`src/tcap_map.svh`:
```
// Constants for the tunable capacitor serial control link
`ifndef TCAP_MAP_SVH
`define TCAP_MAP_SVH
`define TCAP_WORD_BITS      8
`define TCAP_RSV_HI         7
`define TCAP_RSV_LO         6
`define TCAP_STBY_BIT       5
`define TCAP_CODE_HI        4
`define TCAP_CODE_LO        0
`define TCAP_CNT_BITS       4
`define TCAP_CLK_DIV        2
`define TCAP_DIV_BITS       4
`define TCAP_DIV_MIN        2
`define TCAP_DIV_MAX        15
`define TCAP_WORD_MASK      8'h3f
`define TCAP_REG_CTRL       4'h0
`define TCAP_REG_STATUS     4'h1
`define TCAP_REG_LAST       4'h2
`define TCAP_CTRL_SEND_BIT  0
`define TCAP_STAT_BUSY_BIT  0
`define TCAP_STAT_DONE_BIT  1
`endif

```
`src/tcap_pkg.sv`:
```
// Types for the tunable capacitor link; the word type is shared by both ends, the state type is the master's
package tcap_pkg;
   typedef logic [7:0] tcap_word_t;
   typedef enum logic [2:0] {
      ST_IDLE,
      ST_LEAD,
      ST_HIGH,
      ST_LOW,
      ST_TAIL,
      ST_GAP
   } master_state_t;
endpackage

```
`src/tcap_link_if.sv`:
```
// Three-wire link between serial master and tunable capacitor
`timescale 1ns/1ps
`default_nettype none
interface tcap_link_if;
   logic serial_latch_enable;
   logic serial_clock;
   logic serial_data;
   modport master (output serial_latch_enable, output serial_clock, output serial_data);
   modport device (input serial_latch_enable, input serial_clock, input serial_data);
endinterface
`default_nettype wire

```
`src/tcap_serial_master.sv`:
```
// Serial master: register port to three-wire telegram
// Behaviour
// - Raise enable before first clock edge
// - Device samples data on rising clock
// - Send most significant bit first
// - Change data only at falling clock
// - Device applies word at enable fall; here latched at the fall, applied three clocks later
// - Device keeps only last eight bits
// - Own enable frames each device's telegram
// - Shared enable needs full telegram everywhere
// - Top two bits always sent zero
// - Standby bit one selects low-current standby
// - Low five bits choose capacitance state
`timescale 1ns/1ps
`default_nettype none
`include "tcap_map.svh"
module tcap_serial_master #(
   parameter int CLK_DIV = `TCAP_CLK_DIV
) (
   // Clock and reset
   input  wire logic  clock,
   input  wire logic  rst,
   // Register port
   input  wire logic [3:0] addr,
   input  wire logic [7:0] wdata,
   input  wire logic       wr,
   input  wire logic       rd,
   output logic [7:0]      rdata,
   // Link
   tcap_link_if.master link
);
   import tcap_pkg::*;

   // Refuse divider settings the phase counter cannot hold
   if (CLK_DIV < `TCAP_DIV_MIN || CLK_DIV > `TCAP_DIV_MAX) begin : g_bad_div
      $error("CLK_DIV out of range");
   end

   // Bit counter must be able to reach a full word
   if (`TCAP_WORD_BITS >= (1 << `TCAP_CNT_BITS)) begin : g_bad_cnt
      $error("bit counter too narrow for the telegram");
   end

   localparam int                        WORD_MSB = `TCAP_WORD_BITS - 1;
   localparam logic [`TCAP_DIV_BITS-1:0] DIV_LAST = `TCAP_DIV_BITS'(CLK_DIV - 1);
   localparam logic [`TCAP_CNT_BITS-1:0] BIT_LAST = `TCAP_CNT_BITS'(`TCAP_WORD_BITS);

   master_state_t             state_ff;
   master_state_t             nxt_state;
   tcap_word_t                word_ff;
   tcap_word_t                nxt_word;
   tcap_word_t                last_ff;
   tcap_word_t                nxt_last;
   tcap_word_t                rdata_ff;
   tcap_word_t                nxt_rdata;
   logic [`TCAP_CNT_BITS-1:0] bit_ff;
   logic [`TCAP_CNT_BITS-1:0] nxt_bit;
   logic [`TCAP_DIV_BITS-1:0] div_ff;
   logic [`TCAP_DIV_BITS-1:0] nxt_div;
   logic                      done_ff;
   logic                      nxt_done;
   logic                      sen_ff;
   logic                      nxt_sen;
   logic                      scl_ff;
   logic                      nxt_scl;
   logic                      sda_ff;
   logic                      nxt_sda;

   // Register decode
   wire idle      = state_ff == ST_IDLE;
   wire busy      = !idle;
   wire wr_ctrl   = wr && addr == `TCAP_REG_CTRL;
   wire wr_word   = wr && addr == `TCAP_REG_LAST;
   wire rd_status = rd && addr == `TCAP_REG_STATUS;
   wire send_req  = wr_ctrl && wdata[`TCAP_CTRL_SEND_BIT];
   // Word writes during a frame are dropped so a telegram cannot tear
   wire load_word = wr_word && idle;

   // Phase timing
   wire tick      = div_ff == DIV_LAST;
   wire fall_edge = state_ff == ST_HIGH && tick;
   wire last_bit  = bit_ff == BIT_LAST;
   wire frame_end = state_ff == ST_TAIL && tick;
   wire in_frame  = nxt_state inside {ST_LEAD, ST_HIGH, ST_LOW, ST_TAIL};

   // Status and read port; reserved top bits forced to zero
   wire [7:0] clean_word = wdata & `TCAP_WORD_MASK;
   wire [7:0] status     = (tcap_word_t'(busy) << `TCAP_STAT_BUSY_BIT) |
                           (tcap_word_t'(done_ff) << `TCAP_STAT_DONE_BIT);
   wire [7:0] rd_mux     = (addr == `TCAP_REG_STATUS) ? status :
                           (addr == `TCAP_REG_LAST)   ? last_ff : '0;

   // Next values
   assign nxt_div   = (idle || tick) ? '0 : div_ff + 1'b1;
   assign nxt_bit   = idle ? '0 : (fall_edge ? bit_ff + 1'b1 : bit_ff);
   // Shift at the falling link clock so data settles before the next rise
   assign nxt_word  = load_word ? clean_word :
                      fall_edge ? {word_ff[WORD_MSB-1:0], 1'b0} : word_ff;
   assign nxt_last  = load_word ? clean_word : last_ff;
   assign nxt_sen   = in_frame;
   assign nxt_scl   = nxt_state == ST_HIGH;
   assign nxt_sda   = idle ? word_ff[WORD_MSB] :
                      fall_edge ? word_ff[WORD_MSB-1] : sda_ff;
   // Done sticks until read; a new completion beats the clear
   assign nxt_done  = frame_end || (done_ff && !rd_status);
   assign nxt_rdata = rd ? rd_mux : '0;

   always_comb begin
      nxt_state = state_ff;
      case (state_ff)
         ST_IDLE: if (send_req) nxt_state = ST_LEAD;
         ST_LEAD: if (tick) nxt_state = ST_HIGH;
         ST_HIGH: if (tick) nxt_state = ST_LOW;
         ST_LOW:  if (tick) nxt_state = last_bit ? ST_TAIL : ST_HIGH;
         ST_TAIL: if (tick) nxt_state = ST_GAP;
         ST_GAP:  if (tick) nxt_state = ST_IDLE;
         default: nxt_state = ST_IDLE;
      endcase
   end

   // Control state
   always_ff @(posedge clock or posedge rst) begin
      if (rst) begin
         state_ff <= ST_IDLE;
      end else begin
         state_ff <= nxt_state;
      end
   end

   always_ff @(posedge clock or posedge rst) begin
      if (rst) begin
         div_ff <= '0;
      end else begin
         div_ff <= nxt_div;
      end
   end

   always_ff @(posedge clock or posedge rst) begin
      if (rst) begin
         bit_ff <= '0;
      end else begin
         bit_ff <= nxt_bit;
      end
   end

   always_ff @(posedge clock or posedge rst) begin
      if (rst) begin
         word_ff <= '0;
      end else begin
         word_ff <= nxt_word;
      end
   end

   always_ff @(posedge clock or posedge rst) begin
      if (rst) begin
         last_ff <= '0;
      end else begin
         last_ff <= nxt_last;
      end
   end

   // Link pins straight from flops so the far end sees clean edges
   always_ff @(posedge clock or posedge rst) begin
      if (rst) begin
         sen_ff <= 1'b0;
      end else begin
         sen_ff <= nxt_sen;
      end
   end

   always_ff @(posedge clock or posedge rst) begin
      if (rst) begin
         scl_ff <= 1'b0;
      end else begin
         scl_ff <= nxt_scl;
      end
   end

   always_ff @(posedge clock or posedge rst) begin
      if (rst) begin
         sda_ff <= 1'b0;
      end else begin
         sda_ff <= nxt_sda;
      end
   end

   always_ff @(posedge clock or posedge rst) begin
      if (rst) begin
         done_ff <= 1'b0;
      end else begin
         done_ff <= nxt_done;
      end
   end

   always_ff @(posedge clock or posedge rst) begin
      if (rst) begin
         rdata_ff <= '0;
      end else begin
         rdata_ff <= nxt_rdata;
      end
   end

   // Outputs
   assign rdata                    = rdata_ff;
   assign link.serial_latch_enable = sen_ff;
   assign link.serial_clock        = scl_ff;
   assign link.serial_data         = sda_ff;
endmodule // tcap_serial_master
`default_nettype wire

```
`src/flat_wrapper.sv`:
```
// flat-port wrapper written by rule: the top's interface ports become plain ports
module tcap_serial_master_flat import tcap_pkg::*;
#(
   parameter int CLK_DIV = `TCAP_CLK_DIV
)
  (clock, rst, addr, wdata, wr, rd, rdata, link_serial_latch_enable, link_serial_clock, link_serial_data);
  tcap_link_if link_i ();
  input  wire logic clock;
  input  wire logic rst;
  input  wire logic [3:0] addr;
  input  wire logic [7:0] wdata;
  input  wire logic wr;
  input  wire logic rd;
  output logic [7:0] rdata;
  output wire logic [$bits(link_i.serial_latch_enable)-1:0] link_serial_latch_enable;
  output wire logic [$bits(link_i.serial_clock)-1:0] link_serial_clock;
  output wire logic [$bits(link_i.serial_data)-1:0] link_serial_data;
  assign link_serial_latch_enable = link_i.serial_latch_enable;
  assign link_serial_clock = link_i.serial_clock;
  assign link_serial_data = link_i.serial_data;
  tcap_serial_master #(.CLK_DIV(CLK_DIV)) u_core (.clock(clock), .rst(rst), .addr(addr), .wdata(wdata), .wr(wr), .rd(rd), .rdata(rdata), .link(link_i));
endmodule
```
`config.mk`:
```
export PLATFORM = sky130hd
export DESIGN_NAME = tcap_serial_master_flat
export DESIGN_NICKNAME = d
export VERILOG_FILES = /design/src/tcap_pkg.sv /design/src/tcap_link_if.sv /design/src/tcap_serial_master.sv /design/src/flat_wrapper.sv
export VERILOG_INCLUDE_DIRS = /design/src
export SDC_FILE = /design/constraint.sdc
export NUM_CORES = 1
export LEC_CHECK = 0
export BUFFER_PORTS_ARGS = -buffer_cell sky130_fd_sc_hd__buf_2
export CAP_MARGIN = 30
export CORE_MARGIN = 2
export CORE_UTILIZATION = 52
export CTS_BUF_LIST = sky130_fd_sc_hd__clkbuf_8
export DETAILED_ROUTE_END_ITERATION = 7
export PLACE_DENSITY = 0.74
export SLEW_MARGIN = 20
export SYNTH_ARGS = -nofsm -noshare
export SYNTH_HDL_FRONTEND = slang
export SYNTH_SLANG_ARGS = --single-unit
```
`constraint.sdc`:
```
create_clock -name clock -period 5.2 [get_ports clock]
set_clock_uncertainty 0.05 [all_clocks]
set_input_delay 0.26 -clock clock [delete_from_list [all_inputs] [get_ports clock]]
set_output_delay 0.26 -clock clock [all_outputs]
set_load 0.1 [all_outputs]
```
======== Yosys cells after proc, flatten, opt, wreduce, memory -nomap -nowiden ========
Index checks and enable logic that the tools add are counted.
storage, ports and cells
  logic and storage cells ................. 61
  bits in registers ....................... 37
  memory bits (read-only) ................. 0
  memories ................................ 0
  latch bits .............................. 0
  output and inout bits ................... 11
  bits in writable memories ............... 0
  bits of input ports ..................... 16
operators by class
  shifts and indexed selects .............. 0
  multiplexer cells ....................... 18
  multipliers ............................. 0
  bitwise gates (word level) .............. 1
  equal/unequal tests ..................... 13
  reductions and logical operators ........ 17
  add/subtract/negate cells ............... 2
  divide/modulo/power cells ............... 0
  magnitude comparators ................... 0
operators with widths
  kind                   number
  $mux W8                4
  $mux W3                7
  $pmux W3 S6            1
  $eq A3 B2 Y1 const B   4
  $mux W4                3
  $eq A3 B3 Y1 const B   3
  $add A4 B1 Y4 const B  2
  $eq A4 B1 Y1 const B   2
  $logic_and A1 B1 Y1    8
  $eq A3 B1 Y1 const B   2
  $mux W6                1
  $eq A4 B2 Y1 const B   1
  $eq A4 B4 Y1 const B   1
  $logic_not A4 Y1       1
  $reduce_bool A2 Y1     2
  $reduce_bool A4 Y1     1
  $logic_not A3 Y1       1
  $logic_not A1 Y1       2
  $logic_or A1 B1 Y1     2
  $mux W1                2
  $or A1 B2 Y2           1

======== Longest topological paths before layout ========
  word-level depth ........................ 7
  mapped depth ............................ 7
  mapped depth without buffers ............ 5

======== Worst setup path after synthesis ========
OpenSTA, ideal clock, no wires.
  path type ............................... register to register
  start point ............................. register u_core.div_ff[1]
  end point ............................... register u_core.bit_ff[3]
  data required time ...................... 5073 ps
  clock period less this slack ............ 1785 ps
  arrival ................................. 1657 ps
  slack ................................... 3415 ps
  library setup time ...................... 77 ps
  path buffers ............................ 1
  stages on the path, launching flop included .. 7
  path through ............................ dfrtp_1 inv_1 ha_1 or3b_1 buf_2 or4_1 a21oi_1
on the way
  cells in the longest elaborated chain, start to end .. 3
ends and longest elaborated chain
  what                          line                       text
  start: declaration            tcap_serial_master.sv:58   logic [`TCAP_DIV_BITS-1:0] div_ff;
  start signal: assignment      tcap_serial_master.sv:134  div_ff <= nxt_div;
  $eq A4 B1 Y1                  tcap_serial_master.sv:80   wire tick = div_ff == DIV_LAST;
  $logic_and A1 B1 Y1           tcap_serial_master.sv:81   wire fall_edge = state_ff == ST_HIGH && tick;
  $reduce_bool A2 Y1 (no line)  --
  end signal: assignment        tcap_serial_master.sv:142  bit_ff <= nxt_bit;
  end: declaration              tcap_serial_master.sv:56   logic [`TCAP_CNT_BITS-1:0] bit_ff;
No other way between the ends.
A chain may end at the register's enable or synchronous reset.

======== Final worst setup path ========
  start point ............................. register u_core.state_ff[1]
  end point ............................... register u_core.last_ff[5]
on the way
  cells in the longest elaborated chain, start to end .. 2
ends and longest elaborated chain
  what                      line                       text
  start: declaration        tcap_serial_master.sv:48   master_state_t state_ff;
  start signal: assignment  tcap_serial_master.sv:126  state_ff <= nxt_state;
  $logic_not A3 Y1          tcap_serial_master.sv:70   wire idle = state_ff == ST_IDLE;
  $logic_and A1 B1 Y1       tcap_serial_master.sv:77   wire load_word = wr_word && idle;
  end signal: assignment    tcap_serial_master.sv:158  last_ff <= nxt_last;
  end: declaration          tcap_serial_master.sv:52   tcap_word_t last_ff;
No other way between the ends.

==> results.py <==
metrics = {
    "die": {
        "dieArea_mm2": 0.00362,
        "die_y_um": 60.2,
        "pin_count": 27,
        "row_count": 20,
        "die_width_um": 60.2,
        "start_util_pct": 54.2,
        "core-area_mm2": 0.00303,
    },
    "global_route": {
        "grt_max_degree": 36,
        "grtUsageTotal_pct": 21.6,
        "first_global_vias": 1188,
        "grt_overflow": 0,
        "grt_pass1_wl_mm": 5.56,
        "antenna_found_initial": 0,
    },
    "hold_path": {
        "hold_class": "in2async",
    },
    "sta": {
        "setup_violations": 0,
        "fmax_ghz": 0.455,
        "hold_violations": 0,
        "tns_ns": 0,
        "finalCritPeriodShare_pct": 42.3,
        "fin_crit_ns": 2.20,
        "worst_slew_pin_slew_ns": 0.601,
        "fin_ws_ns": 3.00,
        "relSlewSlack_pct": 59.8,
        "rsz0062_at_grt": "no",
        "drv_slew": 0,
    },
    "clocking": {
        "htree_levels": 2,
        "cts_setup_buffers": 0,
        "cts.sinks": 35,
        "cts_resized": 0,
        "clockBufferDepth": 2,
        "cts_inserted_buffers": 5,
        "clkTransAtPathRegs_ns": 0.07,
        "clkLatencyLatePin_ns": 0.29,
        "cts-root-buf": "clkbuf_8",
        "ctsHoldBuffers": 0,
        "cts_tree": "yes",
    },
    "power": {
        "p_per_area_mw_per_mm2": 506,
        "p_leak_nw": 0.883,
        "comb_power_share_pct": 35.4,
        "switching_share_pct": 40.6,
        "p_int_mw": 0.557,
        "pwr-share-seq_pct": 45.0,
        "peakVddDrop_uv": 378,
        "p_total_mw": 0.939,
        "clkPwrFrac_pct": 19.6,
        "power_switching_mw": 0.382,
    },
    "routing": {
        "drt_wl_total_mm": 3.44,
        "drtAntennaViolNets": 0,
        "via_count": 1248,
        "drc": 0,
        "vias_per_cell": 5.70,
        "first_pass_iters": 4,
        "dr.first_iter.drc_count": 48,
        "wl_per_cell_um": 15.7,
    },
    "layout": {
        "multi_input_area_um2": 686,
        "nNetsFinal": 194,
        "num_antenna_cells": 0,
        "fillers": 260,
        "layout_commonest_cell": "dfrtp_1",
        "drive_gt1_share_pct": 21.1,
        "final-seq-area_um2": 876,
        "areaGrowthSynthToFinish_pct": 13.2,
        "layout_common_cells": "35 x dfrtp_1, 23 x buf_2, 13 x nand3_1",
    },
    "synthesis": {
        "dominantRegCellSynth": "dfrtp_1",
        "synthCells": 152,
        "synthArstFlopShare_pct": 100,
        "ys_ff_latch": 35,
        "post_synth.cell_area_avg_um2": 10.8,
        "synth_edf_count": 0,
        "synth.distinct_cells": 47,
        "synth_seq_area_share_pct": 53.4,
        "syn_area_mm2": 0.00164,
        "synth_warnings": 0,
    },
    "place": {
        "place_ws_ns": 3.05,
        "port_buffers": 22,
        "routabilityCongestion": 0.789,
        "dp_hpwl_mm": 2.33,
    },
    "status": {
        "outcome": "complete, no violations",
    },
    "setup_path": {
        "cp_max_fo": 14,
        "crit_path_max_incr_delay_ns": 0.54,
        "path_class": "reg2reg",
        "crit_required_ns": 5.32,
        "cp-end-kind": "flip-flop",
        "cp.arrival_ns": 2.31,
        "path_cells": "nor3_2 > nand3_1 > mux2_1",
        "start_kind": "flip-flop",
        "crit_slowest_cell": "nand3_1",
    },
    "job": {
        "drv_cap": 0,
    },
}
## through the flow
step                      util, %  instance area (µm²)  cells  hold WS, ns
after detailed placement     58.7                 1780    211        0.324
after CTS                    61.4                 1860    219       0.0157
after global placement       58.5                 1770    210        0.319
after floorplan                 -                 1650    153        0.337
final                        61.4                 1860    219      0.00852
after global routing         61.4                 1860    219       0.0351
## power by group through the flow
stage / registers (mW) / clock network [mW] / logic, mW
finish: 0.422 / 0.184 / 0.333
global route: 0.434 / 0.201 / 0.369
CTS: 0.420 / 0.189 / 0.333
detailed placement: 0.424 / 0 / 0.329
global placement: 0.416 / 0 / 0.309
floorplan: 0.470 / 0 / 0.206
## state kept, by name (all words and copies together), names as in the netlist
name                             flops
u_core.state_ff                      3
u_core.div_ff                        4
u_core.link.serial_latch_enable      1
u_core.last_ff                       6
u_core.word_ff                       8
u_core.link.serial_data              1
u_core.done_ff                       1
u_core.bit_ff                        4
u_core.rdata                         6
u_core.link.serial_clock             1
## logic make-up after synthesis
logic type                 after synthesis  synth area share [%]
and+or+nand+nor                         49                  18.1
DFF                                     35                  53.4
AOI/OAI and AO/OA                       34                  13.8
buffers and inverters                   19                  5.11
muxes                                    8                  5.34
adders and majority gates                4                  3.05
xor gates and xnor gates                 2                  1.07
other                                    1                 0.228
## cells in the mapped netlist, types with 2 or more instances
master	n	area share, %
a21boi_1	2	0.91
a21oi_1	3	0.91
a31oi_1	7	2.7
and2_1	4	1.5
buf_2	4	1.2
buf_4	2	0.91
clkbuf_1	5	1.1
dfrtp_1	35	53
ha_1	4	3.0
inv_1	8	1.8
mux2_1	2	1.4
mux2_2	4	2.7
mux2i_1	2	1.2
nand2_1	4	0.91
nand3_1	13	4.0
nor2_1	7	1.6
nor3b_1	2	0.91
nor4_1	5	1.9
o21ai_0	8	2.4
o21ai_1	2	0.61
o2bb2ai_1	2	1.1
or3b_1	2	1.1
## worst paths after layout
path	to	slack [ns]	start	depth (start not counted)
worst max register to register	u_core.last_ff[5]	3.00	u_core.state_ff[1]	3
worst max-delay path	u_core.last_ff[5]	3.00	u_core.state_ff[1]	3
worst min register to register	u_core.rdata[1]	0.43	u_core.last_ff[1]	1
min in group clock	u_core.last_ff[4]	0.16	wdata[4]	2
worst min-delay path	u_core.rdata[5]	0.009	rst	3
max in group asynchronous	u_core.bit_ff[3]	4.78	rst	3
## worst max-delay path: cells and delay by family, from the launching register on
family | cells | cell delay (ns)
and+or+nand+nor | 2 | 1.01
muxes | 1 | 0.50
DFF | 1 | 0.51
## layout make-up
cell class,count,share of cell area (%)
Inverter,8,1.62
Tap cell,44,2.96
Timing Repair Buffer,25,7.00
Clock buffer,5,3.70
Multi-Input combinational cell,99,36.9
Clock inverter,3,0.673
Sequential cell,35,47.1
## metal layers
layer | track usage [%] | wire (µm) | share of wire [%] | vias to the layer above
li1 | - | - | - | 592
met1 | 28.3 | 1560 | 45 | 617
met2 | 32.9 | 1710 | 50 | 35
met3 | 7.79 | 144 | 4.2 | 4
met4 | 7.62 | 27 | 0.78 | 0
met5 | 0 | 0 | 0 | -
No activity file was read; power rests on OpenSTA's default activity.
